===== src/design/dsdpc_pkg.sv =====
// Purpose: shared constants and types of the deep sleep debug power controller
// Assumes: 100 MHz always-on clock
// Notes:   register offsets are byte addresses on the plain register port
package dsdpc_pkg;

	// ==========================================================
	// register map
	localparam logic [31:0] ADDR_PERI_DIS  = 32'h4000_4038;
	localparam logic [31:0] ADDR_SLP_CTRL  = 32'h4000_4100;
	localparam logic [31:0] ADDR_SLP_STAT  = 32'h4000_4104;
	localparam logic [31:0] RST_PERI_DIS   = 32'h0000_0000;
	localparam logic [31:0] RST_SLP_CTRL   = 32'h0000_0000;
	localparam logic [31:0] RD_UNMAPPED    = 32'h0000_0000;

	// ==========================================================
	// field positions
	localparam int unsigned BIT_SERIAL1_GATE  = 1;
	localparam int unsigned BIT_RSVD_PRESERVE = 5;
	localparam logic [31:0] PERI_DIS_WMASK    = 32'h0000_0022;
	localparam int unsigned BIT_DS2_SELECT    = 0;
	localparam int unsigned BIT_XTAL32_USED   = 1;
	localparam logic [31:0] SLP_CTRL_WMASK    = 32'h0000_0003;
	localparam int unsigned STAT_SYS_FLAG     = 8;
	localparam int unsigned STAT_DBG_FLAG     = 9;
	localparam int unsigned STAT_LFRC_EN      = 10;
	localparam int unsigned STAT_TIMER_RUN    = 11;

	// ==========================================================
	// timing
	localparam int unsigned CLK_PERIOD_NS = 10;
	localparam int unsigned WAKE_TIME_NS  = 1000;
	localparam int unsigned WAKE_CYCLES   =
		(WAKE_TIME_NS + CLK_PERIOD_NS - 1) / CLK_PERIOD_NS;
	localparam int unsigned WAKE_CNT_W    = 8;

	// ==========================================================
	// types
	typedef struct packed {
		logic set_sys;
		logic clr_sys;
		logic set_dbg;
		logic clr_dbg;
	} dsdpc_dbg_cmd_t;

	typedef enum logic [6:0] {
		ST_RUN   = 7'h01,
		ST_IDLE  = 7'h02,
		ST_PRE   = 7'h04,
		ST_SLP0  = 7'h08,
		ST_SLP1  = 7'h10,
		ST_SLP2  = 7'h20,
		ST_WAKE  = 7'h40
	} dsdpc_state_t;

endpackage


===== src/design/dsdpc_dbg_flags.sv =====
// Purpose: debugger power-up request flags held in the always-on domain
// Assumes: link clock and command pins already synchronised
// Notes:   only the power-on reset or a debugger command changes a flag
`timescale 1ns/1ps
module dsdpc_dbg_flags
	import dsdpc_pkg::*;
(
	// clock and reset
	input  wire logic           clk_i,
	input  wire logic           rstn_i,
	input  wire logic           ce_i,
	// synchronised link
	input  wire logic           lclk_s_i,
	input  wire dsdpc_dbg_cmd_t cmd_s_i,
	// flags
	output logic                sys_flag_o,
	output logic                dbg_flag_o,
	output logic                sys_rise_o,
	output logic                dbg_rise_o
);
	logic lclk_prev_ff;
	logic nxt_lclk_prev;
	logic nxt_sys;
	logic nxt_dbg;
	logic nxt_sys_rise;
	logic nxt_dbg_rise;
	logic take;

	// ==========================================================
	// command capture on the link clock rising edge
	always_comb begin
		take          = lclk_s_i & ~lclk_prev_ff;
		nxt_lclk_prev = lclk_s_i;
		nxt_sys       = sys_flag_o;
		nxt_dbg       = dbg_flag_o;
		// set beats clear when both arrive in one command
		if (take) begin
			if (cmd_s_i.set_sys) begin
				nxt_sys = 1'b1;
			end else if (cmd_s_i.clr_sys) begin
				nxt_sys = 1'b0;
			end
			if (cmd_s_i.set_dbg) begin
				nxt_dbg = 1'b1;
			end else if (cmd_s_i.clr_dbg) begin
				nxt_dbg = 1'b0;
			end
		end
		nxt_sys_rise = nxt_sys & ~sys_flag_o;
		nxt_dbg_rise = nxt_dbg & ~dbg_flag_o;
		if (!ce_i) begin
			nxt_lclk_prev = lclk_prev_ff;
			nxt_sys       = sys_flag_o;
			nxt_dbg       = dbg_flag_o;
			nxt_sys_rise  = sys_rise_o;
			nxt_dbg_rise  = dbg_rise_o;
		end
	end

	// no other reset input reaches these flops
	always_ff @(posedge clk_i or negedge rstn_i) begin
		if (!rstn_i) begin
			lclk_prev_ff <= 1'b0;
			sys_flag_o   <= 1'b0;
			dbg_flag_o   <= 1'b0;
			sys_rise_o   <= 1'b0;
			dbg_rise_o   <= 1'b0;
		end else begin
			lclk_prev_ff <= nxt_lclk_prev;
			sys_flag_o   <= nxt_sys;
			dbg_flag_o   <= nxt_dbg;
			sys_rise_o   <= nxt_sys_rise;
			dbg_rise_o   <= nxt_dbg_rise;
		end
	end
endmodule


===== src/design/dsdpc_sync.sv =====
// Purpose: two-stage synchroniser, one chain per bit
// Assumes: inputs are asynchronous to CLK
// Notes:   first stage is read only by the second stage
`timescale 1ns/1ps
module dsdpc_sync #(
	parameter int unsigned W = 1
) (
	// clock and reset
	input  wire logic         clk_i,
	input  wire logic         rstn_i,
	input  wire logic         ce_i,
	// data
	input  wire logic [W-1:0] d_i,
	output logic      [W-1:0] q_o
);
	logic [W-1:0] meta_ff;
	logic [W-1:0] nxt_meta;
	logic [W-1:0] nxt_q;

	// ==========================================================
	// per-bit chains
	genvar i;
	generate
		for (i = 0; i < W; i++) begin : g_bit
			always_comb begin
				nxt_meta[i] = ce_i ? d_i[i] : meta_ff[i];
				nxt_q[i]    = ce_i ? meta_ff[i] : q_o[i];
			end
			always_ff @(posedge clk_i or negedge rstn_i) begin
				if (!rstn_i) begin
					meta_ff[i] <= 1'b0;
					q_o[i]     <= 1'b0;
				end else begin
					meta_ff[i] <= nxt_meta[i];
					q_o[i]     <= nxt_q[i];
				end
			end
		end
	endgenerate
endmodule


===== src/design/dsdpc_top.sv =====
// Purpose: deep sleep state selection, debug power-up handling, peripheral clock gate
// Assumes: RSTN_I is the power-on reset of the always-on domain
// Notes:   debugger commands arrive on pins sampled on the link clock edge
//
// Function
// - default deep sleep keeps RC oscillator running
// - deep sleep 2 switches RC oscillator off
// - no timer wakes in sleep 2 without crystal
// - non-timer wakes still work in sleep 2
// - any wake from sleep 2 restarts oscillator
// - debug flag set allows only emulated sleep
// - emulated sleep keeps core powered, no core reset
// - system flag set defers any deep sleep
// - true sleep only when both flags clear
// - setting either flag wakes from deep sleep
// - debug access stalls until power-up completes
// - flags cleared only by power-on or debugger
// - attaching debugger alone changes no flag
// - clock-disable register, bit 1 gates serial one
// - disabled peripheral ignores register writes
// - emulated sleep resets peripherals only, not the core
// - deep request is wait with deep bit set
`timescale 1ns/1ps
module dsdpc_top
	import dsdpc_pkg::*;
#(
	parameter int unsigned WAKE_CNT = WAKE_CYCLES
) (
	// clock, reset, enable
	input  wire logic                     CLK_I,
	input  wire logic                     RSTN_I,
	input  wire logic                     CE_I,
	// register port
	input  wire logic [31:0]              REG_ADDR_I,
	input  wire logic [31:0]              REG_WDATA_I,
	input  wire logic                     REG_WR_I,
	input  wire logic                     REG_RD_I,
	output logic      [31:0]              REG_RDATA_O,
	// processor sleep request
	input  wire logic                     WFI_I,
	input  wire logic                     SLEEPDEEP_I,
	input  wire logic                     IRQ_I,
	// wake sources
	input  wire logic                     GPIO_WAKE_I,
	input  wire logic                     TIMER_WAKE_I,
	// debug access port
	input  wire logic                     DBG_CLK_I,
	input  wire dsdpc_pkg::dsdpc_dbg_cmd_t DBG_CMD_I,
	input  wire logic                     DBG_ACCESS_I,
	output logic                          DBG_STALL_O,
	output logic                          SYS_PWRUP_O,
	output logic                          DBG_PWRUP_O,
	// power and clock controls
	output logic                          CORE_PWR_EN_O,
	output logic                          CORE_RSTN_O,
	output logic                          PERIPH_RSTN_O,
	output logic                          LFRC_EN_O,
	output logic                          TIMER_RUN_O,
	output logic                          SC1_CLK_EN_O,
	output logic                          SC1_WR_BLOCK_O,
	output logic                          CPU_IDLE_O
);
	// ==========================================================
	// synchronisers and debug flags
	logic [6:0]     async_s;
	dsdpc_dbg_cmd_t cmd_s;
	logic           lclk_s;
	logic           access_s;
	logic           gpio_s;
	logic           sys_flag;
	logic           dbg_flag;
	logic           sys_rise;
	logic           dbg_rise;

	dsdpc_sync #(
		.W (7)
	) u_sync (
		.clk_i  (CLK_I),
		.rstn_i (RSTN_I),
		.ce_i   (CE_I),
		.d_i    ({DBG_CLK_I, DBG_CMD_I, DBG_ACCESS_I, GPIO_WAKE_I}),
		.q_o    (async_s)
	);

	always_comb begin
		lclk_s   = async_s[6];
		cmd_s    = dsdpc_dbg_cmd_t'(async_s[5:2]);
		access_s = async_s[1];
		gpio_s   = async_s[0];
	end

	dsdpc_dbg_flags u_flags (
		.clk_i      (CLK_I),
		.rstn_i     (RSTN_I),
		.ce_i       (CE_I),
		.lclk_s_i   (lclk_s),
		.cmd_s_i    (cmd_s),
		.sys_flag_o (sys_flag),
		.dbg_flag_o (dbg_flag),
		.sys_rise_o (sys_rise),
		.dbg_rise_o (dbg_rise)
	);

	// ==========================================================
	// registers
	logic [31:0] peri_dis_ff;
	logic [31:0] nxt_peri_dis;
	logic [31:0] slp_ctrl_ff;
	logic [31:0] nxt_slp_ctrl;
	logic [31:0] nxt_rdata;
	logic [31:0] status;
	// state is declared here because the status word reads it
	dsdpc_state_t state_ff;
	dsdpc_state_t nxt_state;

	always_comb begin
		nxt_peri_dis = peri_dis_ff;
		nxt_slp_ctrl = slp_ctrl_ff;
		nxt_rdata    = 32'h0000_0000;
		status       = 32'h0000_0000;
		status[6:0]  = state_ff;
		status[STAT_SYS_FLAG]  = sys_flag;
		status[STAT_DBG_FLAG]  = dbg_flag;
		status[STAT_LFRC_EN]   = LFRC_EN_O;
		status[STAT_TIMER_RUN] = TIMER_RUN_O;
		// reserved bit 5 is kept as written; software is expected to preserve it
		if (REG_WR_I) begin
			if (REG_ADDR_I == ADDR_PERI_DIS) begin
				nxt_peri_dis = REG_WDATA_I & PERI_DIS_WMASK;
			end else if (REG_ADDR_I == ADDR_SLP_CTRL) begin
				nxt_slp_ctrl = REG_WDATA_I & SLP_CTRL_WMASK;
			end
		end
		if (REG_RD_I) begin
			if (REG_ADDR_I == ADDR_PERI_DIS) begin
				nxt_rdata = peri_dis_ff;
			end else if (REG_ADDR_I == ADDR_SLP_CTRL) begin
				nxt_rdata = slp_ctrl_ff;
			end else if (REG_ADDR_I == ADDR_SLP_STAT) begin
				nxt_rdata = status;
			end else begin
				nxt_rdata = RD_UNMAPPED;
			end
		end
		if (!CE_I) begin
			nxt_peri_dis = peri_dis_ff;
			nxt_slp_ctrl = slp_ctrl_ff;
			nxt_rdata    = REG_RDATA_O;
		end
	end

	always_ff @(posedge CLK_I or negedge RSTN_I) begin
		if (!RSTN_I) begin
			peri_dis_ff <= RST_PERI_DIS;
			slp_ctrl_ff <= RST_SLP_CTRL;
			REG_RDATA_O <= 32'h0000_0000;
		end else begin
			peri_dis_ff <= nxt_peri_dis;
			slp_ctrl_ff <= nxt_slp_ctrl;
			REG_RDATA_O <= nxt_rdata;
		end
	end

	// ==========================================================
	// power state machine
	logic [WAKE_CNT_W-1:0]  wake_cnt_ff;
	logic [WAKE_CNT_W-1:0]  nxt_wake_cnt;
	logic                   gpio_prev_ff;
	logic                   nxt_gpio_prev;
	logic                   gpio_evt;
	logic                   timer_ok;
	logic                   timer_evt;
	logic                   flag_evt;
	logic                   any_wake;
	logic                   nxt_core_pwr;
	logic                   nxt_core_rstn;
	logic                   nxt_periph_rstn;
	logic                   nxt_lfrc;
	logic                   nxt_timer_run;
	logic                   nxt_stall;
	logic                   nxt_idle;

	always_comb begin
		nxt_gpio_prev = gpio_s;
		gpio_evt      = gpio_s ^ gpio_prev_ff;
		// sleep timer and watchdog live on the RC oscillator or the crystal
		timer_ok      = LFRC_EN_O | slp_ctrl_ff[BIT_XTAL32_USED];
		timer_evt     = TIMER_WAKE_I & timer_ok;
		flag_evt      = sys_rise | dbg_rise;
		any_wake      = gpio_evt | timer_evt | flag_evt;
		nxt_state     = state_ff;
		nxt_wake_cnt  = wake_cnt_ff;
		nxt_lfrc      = LFRC_EN_O;
		case (state_ff)
			ST_RUN: begin
				if (WFI_I && SLEEPDEEP_I) begin
					nxt_state = ST_PRE;
				end else if (WFI_I) begin
					nxt_state = ST_IDLE;
				end
			end
			ST_IDLE: begin
				if (IRQ_I) begin
					nxt_state = ST_RUN;
				end
			end
			ST_PRE: begin
				if (sys_flag) begin
					nxt_state = ST_PRE;
				end else if (dbg_flag) begin
					nxt_state = ST_SLP0;
				end else if (slp_ctrl_ff[BIT_DS2_SELECT]) begin
					nxt_state = ST_SLP2;
					nxt_lfrc  = 1'b0;
				end else begin
					nxt_state = ST_SLP1;
				end
			end
			ST_SLP0: begin
				if (any_wake) begin
					nxt_state = ST_RUN;
				end
			end
			ST_SLP1, ST_SLP2: begin
				if (any_wake) begin
					nxt_state    = ST_WAKE;
					nxt_wake_cnt = WAKE_CNT_W'(WAKE_CNT - 1);
					nxt_lfrc     = 1'b1;
				end
			end
			ST_WAKE: begin
				if (wake_cnt_ff == '0) begin
					nxt_state = ST_RUN;
				end else begin
					nxt_wake_cnt = wake_cnt_ff - 1'b1;
				end
			end
			default: begin
				nxt_state = ST_RUN;
				nxt_lfrc  = 1'b1;
			end
		endcase
		nxt_core_pwr    = (nxt_state != ST_SLP1) && (nxt_state != ST_SLP2);
		nxt_core_rstn   = (nxt_state != ST_SLP1) && (nxt_state != ST_SLP2) &&
		                  (nxt_state != ST_WAKE);
		nxt_periph_rstn = nxt_core_rstn && (nxt_state != ST_SLP0);
		nxt_timer_run   = nxt_lfrc | slp_ctrl_ff[BIT_XTAL32_USED];
		nxt_stall       = access_s && (nxt_state != ST_RUN) &&
		                  (nxt_state != ST_IDLE);
		nxt_idle        = (nxt_state == ST_IDLE);
		if (!CE_I) begin
			nxt_gpio_prev   = gpio_prev_ff;
			nxt_state       = state_ff;
			nxt_wake_cnt    = wake_cnt_ff;
			nxt_lfrc        = LFRC_EN_O;
			nxt_core_pwr    = CORE_PWR_EN_O;
			nxt_core_rstn   = CORE_RSTN_O;
			nxt_periph_rstn = PERIPH_RSTN_O;
			nxt_timer_run   = TIMER_RUN_O;
			nxt_stall       = DBG_STALL_O;
			nxt_idle        = CPU_IDLE_O;
		end
	end

	always_ff @(posedge CLK_I or negedge RSTN_I) begin
		if (!RSTN_I) begin
			state_ff      <= ST_RUN;
			wake_cnt_ff   <= '0;
			gpio_prev_ff  <= 1'b0;
			LFRC_EN_O     <= 1'b1;
			TIMER_RUN_O   <= 1'b1;
			CORE_PWR_EN_O <= 1'b1;
			CORE_RSTN_O   <= 1'b1;
			PERIPH_RSTN_O <= 1'b1;
			DBG_STALL_O   <= 1'b0;
			CPU_IDLE_O    <= 1'b0;
		end else begin
			state_ff      <= nxt_state;
			wake_cnt_ff   <= nxt_wake_cnt;
			gpio_prev_ff  <= nxt_gpio_prev;
			LFRC_EN_O     <= nxt_lfrc;
			TIMER_RUN_O   <= nxt_timer_run;
			CORE_PWR_EN_O <= nxt_core_pwr;
			CORE_RSTN_O   <= nxt_core_rstn;
			PERIPH_RSTN_O <= nxt_periph_rstn;
			DBG_STALL_O   <= nxt_stall;
			CPU_IDLE_O    <= nxt_idle;
		end
	end

	// ==========================================================
	// flag acknowledges and serial one clock gate
	logic nxt_sys_ack;
	logic nxt_dbg_ack;
	logic nxt_sc1_en;
	logic nxt_sc1_blk;

	always_comb begin
		nxt_sys_ack = sys_flag;
		nxt_dbg_ack = dbg_flag;
		nxt_sc1_en  = ~nxt_peri_dis[BIT_SERIAL1_GATE];
		// the gated peripheral keeps its last values since its clock is stopped
		nxt_sc1_blk = nxt_peri_dis[BIT_SERIAL1_GATE];
		if (!CE_I) begin
			nxt_sys_ack = SYS_PWRUP_O;
			nxt_dbg_ack = DBG_PWRUP_O;
			nxt_sc1_en  = SC1_CLK_EN_O;
			nxt_sc1_blk = SC1_WR_BLOCK_O;
		end
	end

	always_ff @(posedge CLK_I or negedge RSTN_I) begin
		if (!RSTN_I) begin
			SYS_PWRUP_O    <= 1'b0;
			DBG_PWRUP_O    <= 1'b0;
			SC1_CLK_EN_O   <= 1'b1;
			SC1_WR_BLOCK_O <= 1'b0;
		end else begin
			SYS_PWRUP_O    <= nxt_sys_ack;
			DBG_PWRUP_O    <= nxt_dbg_ack;
			SC1_CLK_EN_O   <= nxt_sc1_en;
			SC1_WR_BLOCK_O <= nxt_sc1_blk;
		end
	end
endmodule


===== config.mk =====
export PLATFORM = sky130hd
export DESIGN_NAME = dsdpc_top
export DESIGN_NICKNAME = d
export VERILOG_FILES = /design/src/design/dsdpc_pkg.sv /design/src/design/dsdpc_dbg_flags.sv /design/src/design/dsdpc_sync.sv /design/src/design/dsdpc_top.sv
export SDC_FILE = /design/constraint.sdc
export NUM_CORES = 1
export LEC_CHECK = 0
export BUFFER_PORTS_ARGS = -buffer_cell sky130_fd_sc_hd__buf_2
export CAP_MARGIN = 15
export CORE_ASPECT_RATIO = 0.8
export CORE_MARGIN = 1
export CORE_UTILIZATION = 49
export CTS_CLUSTER_DIAMETER = 50
export DETAILED_ROUTE_END_ITERATION = 8
export PLACE_DENSITY = 0.8
export SLEW_MARGIN = 20
export SYNTH_ARGS = -nofsm -noshare
export SYNTH_HDL_FRONTEND = slang
export SYNTH_SLANG_ARGS = --single-unit

===== constraint.sdc =====
create_clock -name CLK_I -period 2.3 [get_ports CLK_I]
set_input_delay 0 -clock CLK_I [delete_from_list [all_inputs] [get_ports CLK_I]]
set_output_delay 0 -clock CLK_I [all_outputs]
set_load 0.02 [all_outputs]

After elaboration in Yosys (flattened, before gate mapping). Cells that the tools add are included.

Magnitude comparators: 0. $add $sub $neg: 1. Multiplexer cells: 31. $mul: 0. Reductions and logical operators: 13. Bitwise gates (word level): 15. Shifts and indexed selects: 0. Equality and inequality tests: 19. Div/mod/pow operators: 0.

Operators by type and width (count): 32-bit by 31-bit == test with 1-bit output, second input constant (3); 12-bit 2-to-1 mux (4); 7-bit 2-to-1 mux (6); 7-bit case mux with 6 select lines (1); 6-bit 2-to-1 mux (3); 8-bit 2-to-1 mux (2); 8-bit case mux with 2 select lines (1); 7-bit by 2-bit == test with 1-bit output, second input constant (2); 1-bit 2-to-1 mux (10); 8-bit zero test (1); 4-bit AND reduction (2); 8-bit by 1-bit subtractor with 8-bit output, second input constant (1); 7-bit by 1-bit == test with 1-bit output, second input constant (1); 7-bit by 3-bit == test with 1-bit output, second input constant (1); 7-bit by 4-bit == test with 1-bit output, second input constant (1); 7-bit by 5-bit == test with 1-bit output, second input constant (1); 7-bit by 6-bit == test with 1-bit output, second input constant (1); 7-bit == test, second input constant (1); 7-bit by 1-bit != test with 1-bit output, second input constant (1); 7-bit by 2-bit != test with 1-bit output, second input constant (1); 7-bit by 4-bit != test with 1-bit output, second input constant (1); 7-bit by 5-bit != test with 1-bit output, second input constant (1); 7-bit by 6-bit != test with 1-bit output, second input constant (1); 7-bit != test, second input constant (1); other kinds (12) (31).

Latch bits: 0. Memories: 0. Memory bits (read-only): 0. Flip-flop bits (word level): 82. Logic and storage cells: 116. Memory bits (writable): 0.

Depth between registers and ports, before layout. Gate-level depths: netlist of run 1.

Word-level depth: 10. Depth in mapped cells: 7. Depth with buffers taken out: 6.

Modules after synthesis. From an unflattened synthesis of run 1, not the netlist that was laid out.

Cell total of the unflattened synthesis: 310. Area total of the unflattened synthesis: 3357.0 um2.

Modules (own cells, without submodules): dsdpc_top (cells each 266, times used 1, area an instance 2615.0 um2, seq. area each 1059.8 um2); dsdpc_sync (cells each 29, times used 1, area an instance 519.2 um2, seq. area each 350.3 um2); dsdpc_dbg_flags (cells each 15, times used 1, area an instance 222.7 um2, seq. area each 125.1 um2).

Worst setup path before layout of run 1. No wires, ideal clock.

Path kind: reg2reg. From: register state_ff[6]. To: register DBG_STALL_O. Data arrival time: 1.617 ns. Stages on the path, launching flop included: 7. Setup slack: 0.562 ns. Clock period less this slack: 1.738 ns. Setup time: 0.122 ns. Cell sequence: dfrtp_1 buf_6 or3_4 nor4_4 a32o_1 o32ai_1 a32o_1.

Cells in the longest elaborated chain, start to end: 6. Elaborated cells on any way between the ends: 19. Those cells by class: eq/ne (9); mux (7); reduce/logical (3).

RTL lines: from (decl) (RTL line dsdpc_top.sv:113) `dsdpc_state_t state_ff;`; from (signal assigned) (RTL line dsdpc_top.sv:278) `state_ff <= nxt_state;`; 7-bit by 5-bit == test with 1-bit output (tied with other cells) (RTL line dsdpc_top.sv:194) `case (state_ff)`; 2-bit OR reduction or 7-bit 2-to-1 mux (tied branches) (RTL line dsdpc_top.sv:194, dsdpc_top.sv:196); 7-bit case mux with 6 select lines (*) (RTL line dsdpc_top.sv:194); 7-bit by 1-bit != test with 1-bit output (RTL line dsdpc_top.sv:248) `nxt_stall = access_s && (nxt_state != ST_RUN) &&`; 1-bit logical AND (RTL line dsdpc_top.sv:248); 1-bit logical AND (*) (RTL line dsdpc_top.sv:248); to (signal assigned) (RTL line dsdpc_top.sv:286) `DBG_STALL_O <= nxt_stall;`; to (decl) (RTL line dsdpc_top.sv:50) `output logic DBG_STALL_O,`.

Every way passes the cells marked *; elsewhere a longest branch is shown, timed or not. A chain may end at the register's enable or synchronous reset.

Worst setup path after layout of run 1.
From: register state_ff[6]. To: register state_ff[2].

Cells in the longest elaborated chain, start to end: 3. Elaborated cells on any way between the ends: 9. Those cells by class: eq/ne (7); mux (1); reduce/logical (1).

RTL lines (RTL line): 7-bit by 5-bit == test with 1-bit output or 7-bit by 6-bit == test with 1-bit output (tied branches) (dsdpc_top.sv:194); 2-bit OR reduction (dsdpc_top.sv:194); 7-bit case mux with 6 select lines (*) (dsdpc_top.sv:194).

Marks and branches as above.

==> metrics.cfg, run 1 <==
[cts]
clock_tree.buffer_depth=2
cts_inserted_buffers=9
cts_max_level=3
clkTransAtPathRegs_ns=0.07
clock_insertion_delay_worst_skew_ns=0.34
library_cell_used_as_clock_root_buffer=clkbuf_8
tritoncts_clock_tree=done
cts.sink_count=61

[grt]
grt_max_degree=50
globalRoute.busiestLayer=met2
use_met1_pct=31.8
global_route.overflow_total=0
first_pass_grt_wire_length_um=12200
first_global_vias=2499
antenna_found_initial=0
grtUsageMet2_pct=36.2
global_route_usage_over_all_layers_pct=23.3
grt.met3_usage_pct=7.17

[synth]
ys_dominant_reg_cell=dfrtp_1
asr_flop_ratio_synth_pct=100
synth.ff_latch_count=61
post_synth_most_frequent_cells=54 x dfrtp_1, 23 x mux2_2, 21 x buf_4
synth_area_leaders=dfrtp_1 42%, mux2_2 8.0%, dfstp_2 5.7%
yosysWarnings=0
synth_simple_gate_area_share_pct=16.4
syn-instance-count=290
synth_seq_area_share_pct=47.4
post_synth_xor_area_fraction_pct=1.08
synth-edff-count=0
avgSynthCellArea_um2=11.2
main_combinational_cell_family_by_area_after_synthesis=compound AO/OA/AOI/OAI gates
synthAdderAreaFrac_pct=0.773
synthDistinctLibCells=59
synthesized_area_fraction_occupied_by_ao_oa_aoi_and_oai_cells_pct=16.9
synthMuxAreaShare_pct=9.36
synth_top_cell_by_area=dfrtp_1
synth.cell_area_um2=3240
yosysMostFrequentCell=dfrtp_1
synthDominantCellAreaShare_pct=41.8

[die]
std_cell_core_area_um2=6380
num_rows=26
height_of_the_die_um=74.7
design.die.area_um2=6930
start_util_pct=50.7
design.portCount=123
die_span_in_x_um=92.9

[timing]
unrepaired_setup_endpoints_after_global_routing=no
relSlewSlack_pct=49.8
setup_violations_final=0
max_freq_ghz=0.455
layout_worst_path_cycle_share_pct=95.5
finalMaxSlewViolations=0
final.setup_skew_ns=0.0108
fin_hold_ws_ns=0.0812
period_needed_ns=2.20
hold_viol_final=0
tns_ns=0
tightest_slew_ns=0.742
post-route-worst-setup-slack_ns=0.103

[pwr]
vdd.ir_drop.worst_v=0.000588
leakagePower_nw=1.81
pwr_density_cell_nw_per_um2=760

[placed_design]
gp_congestion=0.888
buffer_ports.inserted=72
place_ws_ns=0.273
placement.cell_area_um2=3600
detailed_place_hpwl_um=5190

[setup_path]
worst-setup-path-type=register to register
path_max_fanout=11
critical_path.startpoint_type=register
worstSetupEndpointType=register
timing.critical_path.required_ns=2.55
worst_ep_arrival_time_ns=2.45

[routing]
remaining_design_rule_violation_count=0
routed_via_density=5.59
vias=2612
ant_nets=0
routed_wl_um=7180
first_iter_violations=312
wl_per_cell_um=15.4
drt_pre_antenna_iters=4

[layout]
share_of_final_layout_standard_cells_stronger_than_drive_strength_1_pct=35.2
filler_cell_count=516
finalCoreUtilization_pct=62.1
antenna-diode-count=0
flow.area_growth_from_synthesis_pct=22.4
net_total_in_the_final_layout=460
stdcell_area_um2=3960

[min_path]
hold_path_class=input port to register

[flow_run]
drv_cap=0

[run_status]
outcome=finished clean

==> where the power goes <==
group	switching, W	internal [W]
logic	0.000342	0.000282
registers	0.000188	0.00121
clock network	0.000445	0.000536
==> layout by cell type, fill, tap and decap left out, types with 8 or more instances in the layout <==
cell | netlist | final
a21oi_1 | 8 | 8
a22o_1 | 10 | 10
buf_2 | 7 | 72
clkbuf_8 | 0 | 10
conb_1 | 1 | 21
dfrtp_1 | 54 | 54
dlygate4sd3_1 | 0 | 15
inv_1 | 8 | 8
mux2_2 | 23 | 23
nand2_1 | 12 | 12
nand4_1 | 8 | 8
nor2_1 | 15 | 15
==> path summary, 6_finish.rpt <==
kind | start | to | slack, ns | cells past startpoint
setup / recovery | state_ff[6] | state_ff[2] | 0.10 | 5
hold / removal | REG_ADDR_I[2] | REG_RDATA_O[5] | 0.08 | 3
setup reg to reg | state_ff[6] | state_ff[2] | 0.10 | 5
hold reg to reg | PERIPH_RSTN_O | PERIPH_RSTN_O | 0.46 | 2
max in group asynchronous | RSTN_I | LFRC_EN_O | 1.38 | 3
min in group asynchronous | RSTN_I | u_sync.meta_ff[5] | 0.25 | 2
==> final cells by class <==
| class | count | area (µm²) | area share [%] |
|---|---|---|---|
| Multi-Input combinational cell | 206 | 1520 | 38.4 |
| Tap cell | 84 | 105 | 2.65 |
| Clock buffer | 10 | 138 | 3.48 |
| Sequential cell | 61 | 1540 | 38.8 |
| Clock inverter | 6 | 71.3 | 1.80 |
| Timing Repair Buffer | 92 | 561 | 14.2 |
| Inverter | 8 | 30.0 | 0.759 |
==> flip-flops by register name, summed over array words and instances, names as in the netlist, 2 cells and up <==
signal          count
REG_RDATA_O        11
peri_dis_ff         2
slp_ctrl_ff         2
state_ff            7
u_sync.meta_ff      7
u_sync.q_o          7
wake_cnt_ff         8
==> kinds of logic (layout without fill, tap and decap cells) <==
kind of cell             Yosys count  in the layout
AO/OA/AOI/OAI                     71             71
buffers and inverters             43            116
multiplexers                      27             27
other                              1             21
adder cells (fa/ha/maj)            2              2
AND/OR/NAND/NOR                   81             81
XOR/XNOR                           4              4
flip-flops                        61             61
==> critical path, cell delays in order, from the launching register on <==
cell	delay, ns
dfrtp_1	0.53
or3_4	0.50
nor4_4	0.20
nand4_1	0.13
dlygate4sd3_1	0.58
a31oi_1	0.17
==> timing repair <==
item                                   CTS  global route
setup buffers                            0             0
hold buffers                            15             0
resized for setup                        0             0
endpoints found under the hold margin   43             0
==> through the flow <==
stage	std cells	total power, W
2_1_floorplan	310	0.00182
3_3_place_gp	436	0.00199
5_1_grt	467	0.00317
6_report	467	0.00301
3_5_place_dp	436	0.00202
4_1_cts	467	0.00302
==> layer usage <==
layer | share of wire (%) | up-vias
li1 | - | 1241
met1 | 45 | 1260
met2 | 46 | 101
met3 | 7.7 | 10
met4 | 1.2 | 0
met5 | 0 | -
Note: power is estimated with default switching activity, not from simulation.
==> inputs of run 2 (changes only) <==
HOLD_SLACK_MARGIN = 0.12   (was unset)
==> run 2 against run 1 <==
  * Sequential share of layout area down 0.29 points
  * Worst hold slack improved by 0.066 ns
  * Combinational power grew 1%
  * Via count is 1.6% higher
  * Critical path depth stayed put
  * Die area unchanged
  * Core utilization rose by 0.47 points
  * Worst setup slack gained 0.0058 ns
  * Critical endpoint unchanged
==> metrics.cfg, run 2 (synthesis results as in run 1) <==
[routing]
first_iter_violations=290  ; was 312
routed_via_density=5.65  ; was 5.59
vias=2655  ; was 2612
drt_pre_antenna_iters=5  ; was 4
ant_nets=0  ; unchanged
remaining_design_rule_violation_count=0  ; unchanged
routed_wl_um=7410  ; was 7180 µm
wl_per_cell_um=15.8  ; was 15.4 µm

[timing]
layout_worst_path_cycle_share_pct=95.3  ; was 95.5%
finalMaxSlewViolations=0  ; unchanged
relSlewSlack_pct=47.9  ; was 49.8%
period_needed_ns=2.19  ; was 2.20 ns
max_freq_ghz=0.456  ; was 0.455 GHz
tns_ns=0  ; unchanged
final.setup_skew_ns=0.0119  ; was 0.0108 ns
tightest_slew_ns=0.771  ; was 0.742 ns
unrepaired_setup_endpoints_after_global_routing=no  ; unchanged
hold_viol_final=0  ; unchanged
setup_violations_final=0  ; unchanged

[pwr]
pwr_density_cell_nw_per_um2=757  ; was 760 nW/µm²
leakagePower_nw=1.83  ; was 1.81 nW
vdd.ir_drop.worst_v=0.000591  ; was 0.000588 V

[placed_design]
gp_congestion=0.888  ; unchanged
placement.cell_area_um2=3600  ; unchanged
buffer_ports.inserted=72  ; unchanged
detailed_place_hpwl_um=5190  ; unchanged
dp.cells=436  ; unchanged

[cts]
cts.sink_count=61  ; unchanged
cts_inserted_buffers=9  ; unchanged
tritoncts_clock_tree=done  ; unchanged
post-cts-setup-buffer-count=0  ; unchanged
cts_max_level=3  ; unchanged
clock_tree.buffer_depth=2  ; unchanged
clkTransAtPathRegs_ns=0.08  ; was 0.07 ns
library_cell_used_as_clock_root_buffer=clkbuf_8  ; unchanged
clock_insertion_delay_worst_skew_ns=0.34  ; about the same

[grt]
global_route.overflow_total=0  ; unchanged
antenna_found_initial=0  ; unchanged
first_global_vias=2523  ; was 2499
global_route_usage_over_all_layers_pct=23.9  ; was 23.3%
grt_max_degree=50  ; unchanged
first_pass_grt_wire_length_um=12500  ; was 12200 µm

[die]
height_of_the_die_um=74.7  ; unchanged
design.portCount=123  ; unchanged
design.die.area_um2=6930  ; unchanged
start_util_pct=50.7  ; unchanged
num_rows=26  ; unchanged
die_span_in_x_um=92.9  ; unchanged
std_cell_core_area_um2=6380  ; unchanged

[setup_path]
worstSetupEndpointType=register  ; unchanged
rr_startpoint=state_ff[6]  ; unchanged
critPathCapture=state_ff[2]  ; unchanged
worstSetupStartpoint=state_ff[6]  ; unchanged
critical_path.startpoint_type=register  ; unchanged
reg2reg_to=state_ff[2]  ; unchanged
worst-setup-path-type=register to register  ; unchanged
r2r.worst_path.cells=5  ; unchanged
r2r_slack_ns=0.11  ; was 0.10 ns
worst_ep_arrival_time_ns=2.45  ; about the same
path_max_fanout=11  ; unchanged
timing.critical_path.required_ns=2.55  ; about the same

[layout]
final_cell_mix=72 x buf_2, 54 x dfrtp_1, 23 x mux2_2, 21 x conb_1, 18 x dlygate4sd3_1  ; was 72 x buf_2, 54 x dfrtp_1, 23 x mux2_2, 21 x conb_1
largest_registers=REG_RDATA_O: 11 flops, wake_cnt_ff: 8 flops  ; unchanged
share_of_final_layout_standard_cells_stronger_than_drive_strength_1_pct=35.0  ; was 35.2%
top_register=REG_RDATA_O  ; unchanged
largest_register_ffs=11  ; unchanged
final_common_cell=buf_2  ; unchanged
flow.area_growth_from_synthesis_pct=23.3  ; was 22.4%
finalCoreUtilization_pct=62.6  ; was 62.1%
antenna-diode-count=0  ; unchanged
stdcell_area_um2=3990  ; was 3960 µm²
net_total_in_the_final_layout=463  ; was 460
count_of_placed_standard_cells_in_the_final_layout_fillers_left_out=470  ; was 467

[min_path]
hold_path_class=input port to register  ; unchanged

[flow_run]
drv_cap=0  ; unchanged

[run_status]
outcome=finished clean  ; unchanged

## run 2: through the flow
stage	hold WS, ns	setup slack (ns)	power, W
4_1_cts	0.138	0.115	0.00303
2_1_floorplan	-0.296	0.562	0.00182
3_3_place_gp	0.0810	0.317	0.00199
3_5_place_dp	0.0918	0.273	0.00202
6_report	0.147	0.109	0.00302
5_1_grt	0.164	0.0435	0.00317
## run 2: what timing repair did
item / in CTS / in global routing
resized for setup: 0 / 0
hold buffers: 18 / 0
endpoints found under the hold margin: 45 / 0
## run 2: worst min path at each step
stage / from / endpoint / slack, ns / cells past startpoint
after floorplan: RSTN_I / CPU_IDLE_O / -0.30 / 0
after global placement: RSTN_I / u_sync.meta_ff[5] / 0.08 / 1
after detailed placement: RSTN_I / u_sync.meta_ff[5] / 0.09 / 1
after CTS: REG_ADDR_I[4] / REG_RDATA_O[5] / 0.14 / 4
after global routing: REG_ADDR_I[4] / REG_RDATA_O[5] / 0.16 / 4
final: REG_ADDR_I[3] / REG_RDATA_O[5] / 0.15 / 4
## run 2: area by class of cell
type | count | area, µm²
clock buffer | 10 | 138
clock inverter | 6 | 71.3
fill | 514 | 2390
inverter | 8 | 30.0
multi-input combinational | 206 | 1520
sequential | 61 | 1540
tap | 84 | 105
timing repair buffer | 95 | 591
## run 2: layer usage
layer / GRT usage [%] / routed length [µm] / up-vias
li1: - / - / 1245
met1: 32.7 / 3340 / 1284
met2: 37.7 / 3430 / 114
met3: 6.67 / 517 / 12
met4: 7.69 / 129 / 0
met5: 0 / 0 / -
## run 2: power breakdown
group / internal (W) / leakage [nW] / switching (W)
clock network: 0.000536 / 0.0991 / 0.000450
logic: 0.000283 / 0.957 / 0.000347
registers: 0.00121 / 0.771 / 0.000189
## run 2: worst max-delay path: stages, from the launching register on
cell	delay (ns)
dfrtp_1	0.53
or3_4	0.50
nor4_4	0.20
nand4_1	0.12
dlygate4sd3_1	0.57
a31oi_1	0.17
